$ cat config.mk
export PLATFORM = sky130hd
export DESIGN_NAME = lpm_ctrl
export DESIGN_NICKNAME = d
export VERILOG_FILES = /design/src/logic/lpm_pkg.sv /design/src/logic/lpm_ctrl.sv /design/src/logic/lpm_watchdog.sv
export SDC_FILE = /design/constraint.sdc
export NUM_CORES = 1
export LEC_CHECK = 0
export ABC_AREA = 1
export BUFFER_PORTS_ARGS = -buffer_cell sky130_fd_sc_hd__buf_2
export CAP_MARGIN = 40
export CORE_UTILIZATION = 43
export DETAILED_ROUTE_END_ITERATION = 12
export PLACE_DENSITY = 0.65
export SYNTH_ARGS = -nofsm -noshare
export SYNTH_HDL_FRONTEND = slang
export SYNTH_SLANG_ARGS = --single-unit
$ cat constraint.sdc
create_clock -name sys_clk -period 5 [get_ports sys_clk]
set_input_delay 0.25 -clock sys_clk [delete_from_list [all_inputs] [get_ports sys_clk]]
set_output_delay 0.25 -clock sys_clk [all_outputs]
set_load 0.02 [all_outputs]
$ cat src/logic/lpm_pkg.sv
package lpm_pkg;
   // Register map (byte offsets on the plain register port)
   localparam logic [7:0] ADDR_MISC = 8'h3E;
   localparam logic [7:0] ADDR_TBC2 = 8'h11;
   localparam logic [7:0] ADDR_CTRL = 8'h40;
   localparam logic [7:0] ADDR_STAT = 8'h41;
   localparam logic [7:0] ADDR_MASK = 8'h42;
   localparam logic [7:0] ADDR_WDLD = 8'h43;
   // Second time base control layout
   localparam int TBC2_TBIE = 6;
   localparam int TBC2_WDEN = 1;
   localparam int TBC2_WDCLR = 0;
   localparam logic [7:0] TBC2_RESET = 8'h00;
   // Control register layout
   localparam int CTRL_WDSRC = 0;
   localparam int CTRL_FAST_OSCILLATOR_ENABLE = 1;
   localparam int CTRL_SYS_LO = 2;
   localparam int CTRL_SYS_HI = 3;
   localparam int CTRL_OPTION_MAP_SELECT = 4;
   localparam logic [7:0] CTRL_RESET = 8'h02;
   // Status bits
   localparam int EV_WAKE_STOP = 0;
   localparam int EV_WAKE_IDLE = 1;
   localparam int EV_WD_TIMEOUT = 2;
   localparam int EV_NUM = 3;
   // Watchdog
   localparam logic [15:0] WD_LOAD_RESET = 16'hFFFF;
   localparam int WD_RST_NS = 50;
   localparam int CLK_NS = 5;
   localparam int WD_RST_CYC = (WD_RST_NS + CLK_NS - 1) / CLK_NS;
   // Oscillator restart wait (sys_clk cycles with main oscillator ready before CPU clock returns)
   localparam int OSC_START_CYC = 16;

   typedef enum logic [1:0] {LPM_RUN, LPM_IDLE, LPM_STOP, LPM_RESTART} lpm_state_t;

   typedef struct packed {
      logic irq;
      logic kbd;
      logic spi;
      logic spi_slave;
      logic pulse_width_counter;
      logic time_base_interrupt;
      logic tb_on_sec;
   } lpm_wake_t;

   typedef struct packed {
      logic [7:0] addr;
      logic [7:0] wdata;
      logic wr;
      logic rd;
   } lpm_bus_t;
endpackage

$ cat src/logic/lpm_ctrl.sv
`timescale 1ns/1ps
// Summary of operation
// RULE1: Deep sleep stops main oscillator; secondary-clocked time base and watchdog keep running.
// RULE2: Deep-sleep instruction clears the interrupt mask bit.
// RULE3: Deep sleep keeps all registers except mask, memory and I/O lines.
// RULE4: Deep sleep ends on IRQ, keyboard, slave SPI, secondary-clocked PULSE_WIDTH_COUNTER/TIME_BASE_INTERRUPT, reset.
// RULE5: Idle gates processor clock; timer clocks keep running.
// RULE6: Idle instruction clears the interrupt mask bit.
// RULE7: Idle keeps all registers except mask, memory and I/O lines.
// RULE8: Enabled time base interrupt ends idle.
// RULE9: External interrupt or reset also ends idle.
// RULE10: Enabled watchdog stays active in every mode.
// RULE11: Watchdog on main oscillator freezes during deep sleep.
// RULE12: Watchdog timeout issues full reset.
// RULE13: Software should disable watchdog for long low-power stays.
// RULE14: Software needing main-clock watchdog avoids deep sleep or uses secondary clock.
// RULE15: Single-chip mode keeps address and data bus internal.
// RULE16: Processor clock returns before CPU services the waking event.
module lpm_ctrl
   import lpm_pkg::*;
(
   // Clock and reset
   input wire logic sys_clk,
   input wire logic rstn,
   // Register port
   input wire lpm_pkg::lpm_bus_t bus,
   output logic [7:0] rdata,
   // CPU side
   input wire logic stop_exec,
   input wire logic wait_exec,
   output logic clear_imask,
   output logic cpu_clk_en,
   output logic wake_pulse,
   // Wake sources
   input wire lpm_pkg::lpm_wake_t wake,
   // Clock ticks and oscillator status
   input wire logic main_tick,
   input wire logic sec_tick,
   input wire logic main_osc_ready,
   input wire logic sec_osc_ready,
   output logic main_osc_en,
   output logic timer_clk_en,
   // Reset and bus pins
   output logic wd_reset,
   output logic ext_bus_oe,
   output logic irq_out
);
   import lpm_pkg::*;

   lpm_state_t state;
   lpm_state_t next_state;
   logic [7:0] tbc2;
   logic [7:0] ctrl;
   logic [EV_NUM-1:0] status;
   logic [EV_NUM-1:0] mask;
   logic [15:0] wd_load;
   logic [7:0] restart_cnt;
   logic [7:0] wd_rst_cnt;
   logic [EV_NUM-1:0] ev;
   logic stop_wake;
   logic idle_wake;
   logic wd_tick;
   logic wd_timeout;

   function automatic logic hit(input lpm_bus_t b, input logic [7:0] a);
      hit = b.wr && (b.addr == a);
   endfunction

   // Wake qualification
   always_comb
   begin
      stop_wake = wake.irq || wake.kbd || (wake.spi && wake.spi_slave)
         || ((wake.pulse_width_counter || wake.time_base_interrupt) && wake.tb_on_sec); // [RULE4]
      idle_wake = wake.irq || (wake.time_base_interrupt && tbc2[TBC2_TBIE]); // [RULE8] [RULE9]
   end

   // Power state sequencing
   always_comb
   begin
      next_state = state;
      case (state)
         LPM_RUN:
         begin
            if (stop_exec)
               next_state = LPM_STOP;
            else if (wait_exec)
               next_state = LPM_IDLE;
         end
         LPM_IDLE:
            if (idle_wake)
               next_state = LPM_RUN;
         LPM_STOP:
            if (stop_wake)
               next_state = LPM_RESTART;
         LPM_RESTART:
            // Hold CPU until the oscillator is back and settled
            if (main_osc_ready && restart_cnt >= 8'(OSC_START_CYC))
               next_state = LPM_RUN; // [RULE16]
         default:
            next_state = LPM_RUN;
      endcase
   end

   // Reset and watchdog reset both return to run
   always_ff @(posedge sys_clk)
   begin
      if (!rstn || wd_reset)
         state <= LPM_RUN;
      else
         state <= next_state;
   end

   always_ff @(posedge sys_clk)
   begin
      if (!rstn || state != LPM_RESTART)
         restart_cnt <= 8'h00;
      else if (main_osc_ready && restart_cnt < 8'hFF)
         restart_cnt <= restart_cnt + 8'h01;
   end

   // Clock gating outputs; registers simply hold while gated
   always_comb
   begin
      cpu_clk_en = (state == LPM_RUN); // [RULE5] [RULE3] [RULE7] [RULE16]
      main_osc_en = (state != LPM_STOP) && ctrl[CTRL_FAST_OSCILLATOR_ENABLE]; // [RULE1]
      timer_clk_en = (state != LPM_STOP) || ctrl[CTRL_WDSRC]; // [RULE1] [RULE5]
      clear_imask = (state == LPM_RUN) && (stop_exec || wait_exec); // [RULE2] [RULE6]
      wake_pulse = (state != LPM_RUN) && (next_state == LPM_RUN);
      ext_bus_oe = 1'b0; // [RULE15]
      irq_out = |(status & mask);
   end

   // Watchdog tick source; main ticks vanish in deep sleep
   always_comb
   begin
      if (ctrl[CTRL_WDSRC])
         wd_tick = sec_tick; // [RULE1]
      else
         wd_tick = main_tick && (state != LPM_STOP); // [RULE11]
   end

   lpm_watchdog u_wd (
      .sys_clk(sys_clk),
      .rstn(rstn && !wd_reset),
      .enable(tbc2[TBC2_WDEN]), // [RULE10]
      .tick(wd_tick),
      .kick(hit(bus, ADDR_TBC2) && bus.wdata[TBC2_WDCLR]),
      .load(wd_load),
      .timeout(wd_timeout)
   );

   // Stretch timeout into a full reset pulse
   always_ff @(posedge sys_clk)
   begin
      if (!rstn)
         wd_rst_cnt <= 8'h00;
      else if (wd_timeout)
         wd_rst_cnt <= 8'(WD_RST_CYC); // [RULE12]
      else if (wd_rst_cnt != 8'h00)
         wd_rst_cnt <= wd_rst_cnt - 8'h01;
   end
   assign wd_reset = (wd_rst_cnt != 8'h00);

   // Software registers
   always_ff @(posedge sys_clk)
   begin
      if (!rstn)
      begin
         tbc2 <= TBC2_RESET;
         ctrl <= CTRL_RESET;
         mask <= '0;
         wd_load <= WD_LOAD_RESET;
      end
      else
      begin
         if (hit(bus, ADDR_TBC2))
            tbc2 <= {1'b0, bus.wdata[TBC2_TBIE], 4'h0, bus.wdata[TBC2_WDEN], 1'b0};
         if (hit(bus, ADDR_CTRL))
            ctrl <= bus.wdata;
         if (hit(bus, ADDR_MASK))
            mask <= bus.wdata[EV_NUM-1:0];
         if (hit(bus, ADDR_WDLD))
            wd_load <= {bus.wdata, 8'h00};
      end
   end

   // Sticky events; set beats write-one-to-clear
   always_comb
   begin
      ev = '0;
      ev[EV_WAKE_STOP] = (state == LPM_RESTART) && (next_state == LPM_RUN);
      ev[EV_WAKE_IDLE] = (state == LPM_IDLE) && (next_state == LPM_RUN);
      ev[EV_WD_TIMEOUT] = wd_timeout;
   end

   always_ff @(posedge sys_clk)
   begin
      if (!rstn)
         status <= '0;
      else if (hit(bus, ADDR_STAT))
         status <= (status & ~bus.wdata[EV_NUM-1:0]) | ev;
      else
         status <= status | ev;
   end

   // Read data, one cycle after the strobe
   always_ff @(posedge sys_clk)
   begin
      if (!rstn || !bus.rd)
         rdata <= 8'h00;
      else
      begin
         case (bus.addr)
            ADDR_MISC:
               rdata <= {main_osc_ready, sec_osc_ready, 2'b00, ctrl[CTRL_SYS_HI],
                  ctrl[CTRL_SYS_LO], ctrl[CTRL_FAST_OSCILLATOR_ENABLE], ctrl[CTRL_OPTION_MAP_SELECT]};
            ADDR_TBC2:
               rdata <= tbc2;
            ADDR_CTRL:
               rdata <= ctrl;
            ADDR_STAT:
               rdata <= {5'h00, status};
            ADDR_MASK:
               rdata <= {5'h00, mask};
            ADDR_WDLD:
               rdata <= wd_load[15:8];
            default:
               rdata <= 8'h00;
         endcase
      end
   end
endmodule

$ cat src/logic/lpm_watchdog.sv
`timescale 1ns/1ps
module lpm_watchdog
   import lpm_pkg::*;
(
   // Clock and reset
   input wire logic sys_clk,
   input wire logic rstn,
   // Control
   input wire logic enable,
   input wire logic tick,
   input wire logic kick,
   input wire logic [15:0] load,
   // Result
   output logic timeout
);
   import lpm_pkg::*;
   logic [15:0] count;

   // Counts only on ticks, so a halted source freezes it
   always_ff @(posedge sys_clk)
   begin
      if (!rstn || !enable || kick)
      begin
         count <= 16'h0000;
         timeout <= 1'b0;
      end
      else if (tick)
      begin
         if (count >= load)
         begin
            timeout <= 1'b1;
            count <= 16'h0000;
         end
         else
         begin
            timeout <= 1'b0;
            count <= count + 16'h0001;
         end
      end
      else
         timeout <= 1'b0;
   end
endmodule

==> results.py <==
metrics = {
    "sta": {
        "max_slew_margin": 0.574,
        "maxClockFrequency_ghz": 0.503,
        "final-hold-violation-count": 0,
        "final.setup.tns_ns": 0,
        "slew_violations": 0,
        "post-route-worst-setup-slack_ns": 3.01,
        "rsz0062_at_grt": "no",
        "setup_viol": 0,
        "timing.final.crit_period_ns": 1.99,
        "fin_skew_ns": 0.0103,
        "tightest_slew_ns": 0.637,
        "period_share": 0.398,
    },
    "synth": {
        "synth-compound-area-share": 0.113,
        "syn_nets": 582,
        "synthTopCellsByCount": "110 x sky130_fd_sc_hd__nand2_1, 77 x sky130_fd_sc_hd__inv_1, 77 x sky130_fd_sc_hd__nor2_1",
        "async_reset_ff_frac": 0,
        "synthMuxAreaShare": 0,
        "synth_area_leaders": "sky130_fd_sc_hd__dfxtp_1 37%, sky130_fd_sc_hd__nand2_1 11%, sky130_fd_sc_hd__inv_1 7.9%",
        "synth.top_cell.area_share": 0.374,
        "synth_simple_gate_area_frac": 0.311,
        "avgSynthCellArea_sq_um": 6.89,
        "synth_xor_xnor_area_share": 0.0385,
        "ys.flop_type": "sky130_fd_sc_hd__dfxtp_1",
        "ys_warn_count": 0,
        "synth_seq_cells": 68,
        "synthAdderAreaFrac": 0.0687,
        "biggest_area_consumer_among_synthesized_cells": "sky130_fd_sc_hd__dfxtp_1",
        "post_synth_instance_area_sq_mm": 0.00364,
        "sequential_fraction_of_the_synthesis_area": 0.374,
        "synth_most_common_cell": "sky130_fd_sc_hd__nand2_1",
        "post_synth_edffs": 0,
        "synth_cell_types": 35,
        "dominant_combinational_cell_family_by_area_after_synthesis": "simple AND/OR/NAND/NOR gates",
        "syn-instance-count": 529,
    },
    "setup_path": {
        "crit_path_end_kind": "primary output",
        "slowest_stage": "sky130_fd_sc_hd__dfxtp_1",
        "timing.critical_path.cells": "inv_1 > nand2_1 > inv_1 > a22oi_1 > nand3_1 > nor2_1 > buf_2",
        "maximum_single_stage_delay_on_the_critical_path_ns": 0.39,
        "start_kind": "register",
        "worstSetupPathType": "register to primary output",
        "cpMostUsedCell": "sky130_fd_sc_hd__inv_1",
        "path_max_fanout": 4,
        "critical_path_required_time_ns": 4.75,
        "r2r_setup_slack_ns": 3.11,
        "critPathArrivalTime_ns": 1.74,
    },
    "clock_tree": {
        "insertion_delay_ns": 0.34,
        "cts_htree_levels": 3,
        "post_cts_resize_count": 0,
        "cts_sinks": 68,
        "clk_root_buffer_cell": "sky130_fd_sc_hd__clkbuf_8",
        "cts_buffers": 9,
        "clkSlewWorstSetupHoldPaths_ns": 0.08,
        "post_cts.repair.setup_buffers": 0,
        "cts.path.max_buffers": 2,
        "ctsHoldBuffers": 0,
        "cts_tree": "done",
    },
    "place": {
        "buffer_ports.inserted": 47,
        "dp.final_hpwl_mm": 6.30,
        "placement.setup.worst_slack_ns": 2.93,
        "gp_congestion": 0.945,
        "total_cell_area_at_the_placement_stage_sq_mm": 0.00397,
    },
    "routing": {
        "dr_total_vias": 3376,
        "detail_route.wl_per_cell_um": 11.8,
        "route.detailed.vias_per_inst": 4.89,
        "firstDrtPassIters": 4,
        "route.final.wire_length_mm": 8.11,
        "detail_route.drc_violations": 0,
        "dr.first_iter.drc_count": 139,
        "ant_nets": 0,
    },
    "global_routing": {
        "grt_util_met1": 0.270,
        "overall_global_routing_resource_usage": 0.203,
        "vias_in_the_first_global_route": 3147,
        "global_route_layer_with_the_greatest_usage": "met2",
        "grt_first_pass_wirelength_mm": 14.0,
        "grt_start_max_net_pins": 18,
        "gr-usage-met2": 0.323,
        "antenna_found_initial": 0,
        "globalRoute.totalOverflow": 0,
        "met3_grt_util": 0.0453,
    },
    "floorplan": {
        "core.rowCount": 33,
        "dieWidth_um": 94.0,
        "dieArea_sq_mm": 0.00884,
        "core_sq_mm": 0.00822,
        "initial_utilization": 0.443,
        "die_h_um": 94.0,
        "io_pins": 49,
    },
    "pwr": {
        "internal_power_mw": 0.852,
        "clock_power_share": 0.329,
        "p_per_area_mw_per_mm2": 302,
        "sw_frac_of_total": 0.318,
        "power.sequential.fraction": 0.469,
        "power_mw": 1.25,
        "p_leak_nw": 1.91,
        "combinationalPowerShare": 0.202,
        "total_net_switching_power_mw": 0.398,
        "vdd.ir_drop.worst_uv": 105,
    },
    "status": {
        "result_of_the_run": "complete, no violations",
    },
    "finish": {
        "design.final.nets": 633,
        "num_antenna_cells": 0,
        "drive_gt1_frac": 0.145,
        "fin_area_sq_mm": 0.00414,
        "areaGrowthSynthToFinish_pct": 13.7,
    },
    "job": {
        "drv.max_cap_violation_count": 0,
    },
    "worst_hold_path": {
        "worst_hold_path_type": "input pin to register",
    },
}
placed cells by master (no fill, tap or decap), types with 10 or more instances in the layout:
cell type,instances
sky130_fd_sc_hd__dfxtp_1,68
sky130_fd_sc_hd__nor2_2,13
sky130_fd_sc_hd__xor2_1,10
sky130_fd_sc_hd__a21oi_1,35
sky130_fd_sc_hd__o21ai_0,32
sky130_fd_sc_hd__buf_2,47
sky130_fd_sc_hd__nor2_1,77
sky130_fd_sc_hd__ha_1,20
sky130_fd_sc_hd__nand2_1,110
sky130_fd_sc_hd__inv_1,77
sky130_fd_sc_hd__nor3_1,10
sky130_fd_sc_hd__nand3_1,31
sky130_fd_sc_hd__clkbuf_8,10
critical path: cells and delay by family (launching register included):
kind | cells | cell delay (ns)
AO/OA/AOI/OAI | 1 | 0.30
AND/OR/NAND/NOR | 3 | 0.37
flip-flops | 1 | 0.39
buffers and inverters | 3 | 0.33
power groups by stage:
stage               clock (mW)  sequential, mW  combinational (mW)
floorplan                    0           0.594               0.190
global placement             0           0.598               0.249
detailed placement           0           0.599               0.252
CTS                      0.420           0.587               0.255
global route             0.447           0.590               0.289
finish                   0.411           0.586               0.252
cell families after synthesis:
family                     count (synthesis)
AOI/OAI and AO/OA                         78
xor gates and xnor gates                  16
DFF                                       68
and+or+nand+nor                          260
buffers and inverters                     86
adders and majority gates                 20
other                                      1
metal layers:
metal  share of wire  up-vias
li1                -     1792
met1            0.50     1505
met2            0.43       70
met3           0.049        9
met4           0.017        0
met5               0        -
path summary, 6_finish.rpt:
kind | start | end | depth (start not counted)
max reg2reg | wd_load[7] | u_wd.count[12] | 13
max | state[1] | wake_pulse | 7
min reg2reg | ctrl[7] | rdata[7] | 2
min | bus[6] | wd_load[12] | 3
cell type report:
type                    count  area (sq um)
flip-flops and latches     68          1360
clock inverters             6          40.0
multi-input cells         375          1940
inverters                  79           297
fillers                   857          4070
well taps                 105           131
repair buffers             47           235
clock buffers              10           138
sequential cells by signal (all words and copies together), names as in the netlist:
| register | cells |
|---|---|
| rdata | 8 |
| wd_rst_cnt | 8 |
| wd_load | 9 |
| ctrl | 8 |
| status | 3 |
| tbc2 | 2 |
| u_wd.timeout | 1 |
| mask | 3 |
| state | 2 |
| u_wd.count | 16 |
| restart_cnt | 8 |
through the flow:
step / hold WS (ns) / std cells / utilization
floorplan: 0.376 / 529 / -
global placement: 0.458 / 674 / 0.483
detailed placement: 0.463 / 674 / 0.483
CTS: 0.140 / 690 / 0.504
global route: 0.138 / 690 / 0.504
finish: 0.146 / 690 / 0.504
Note: power is estimated with default switching activity, not from simulation.
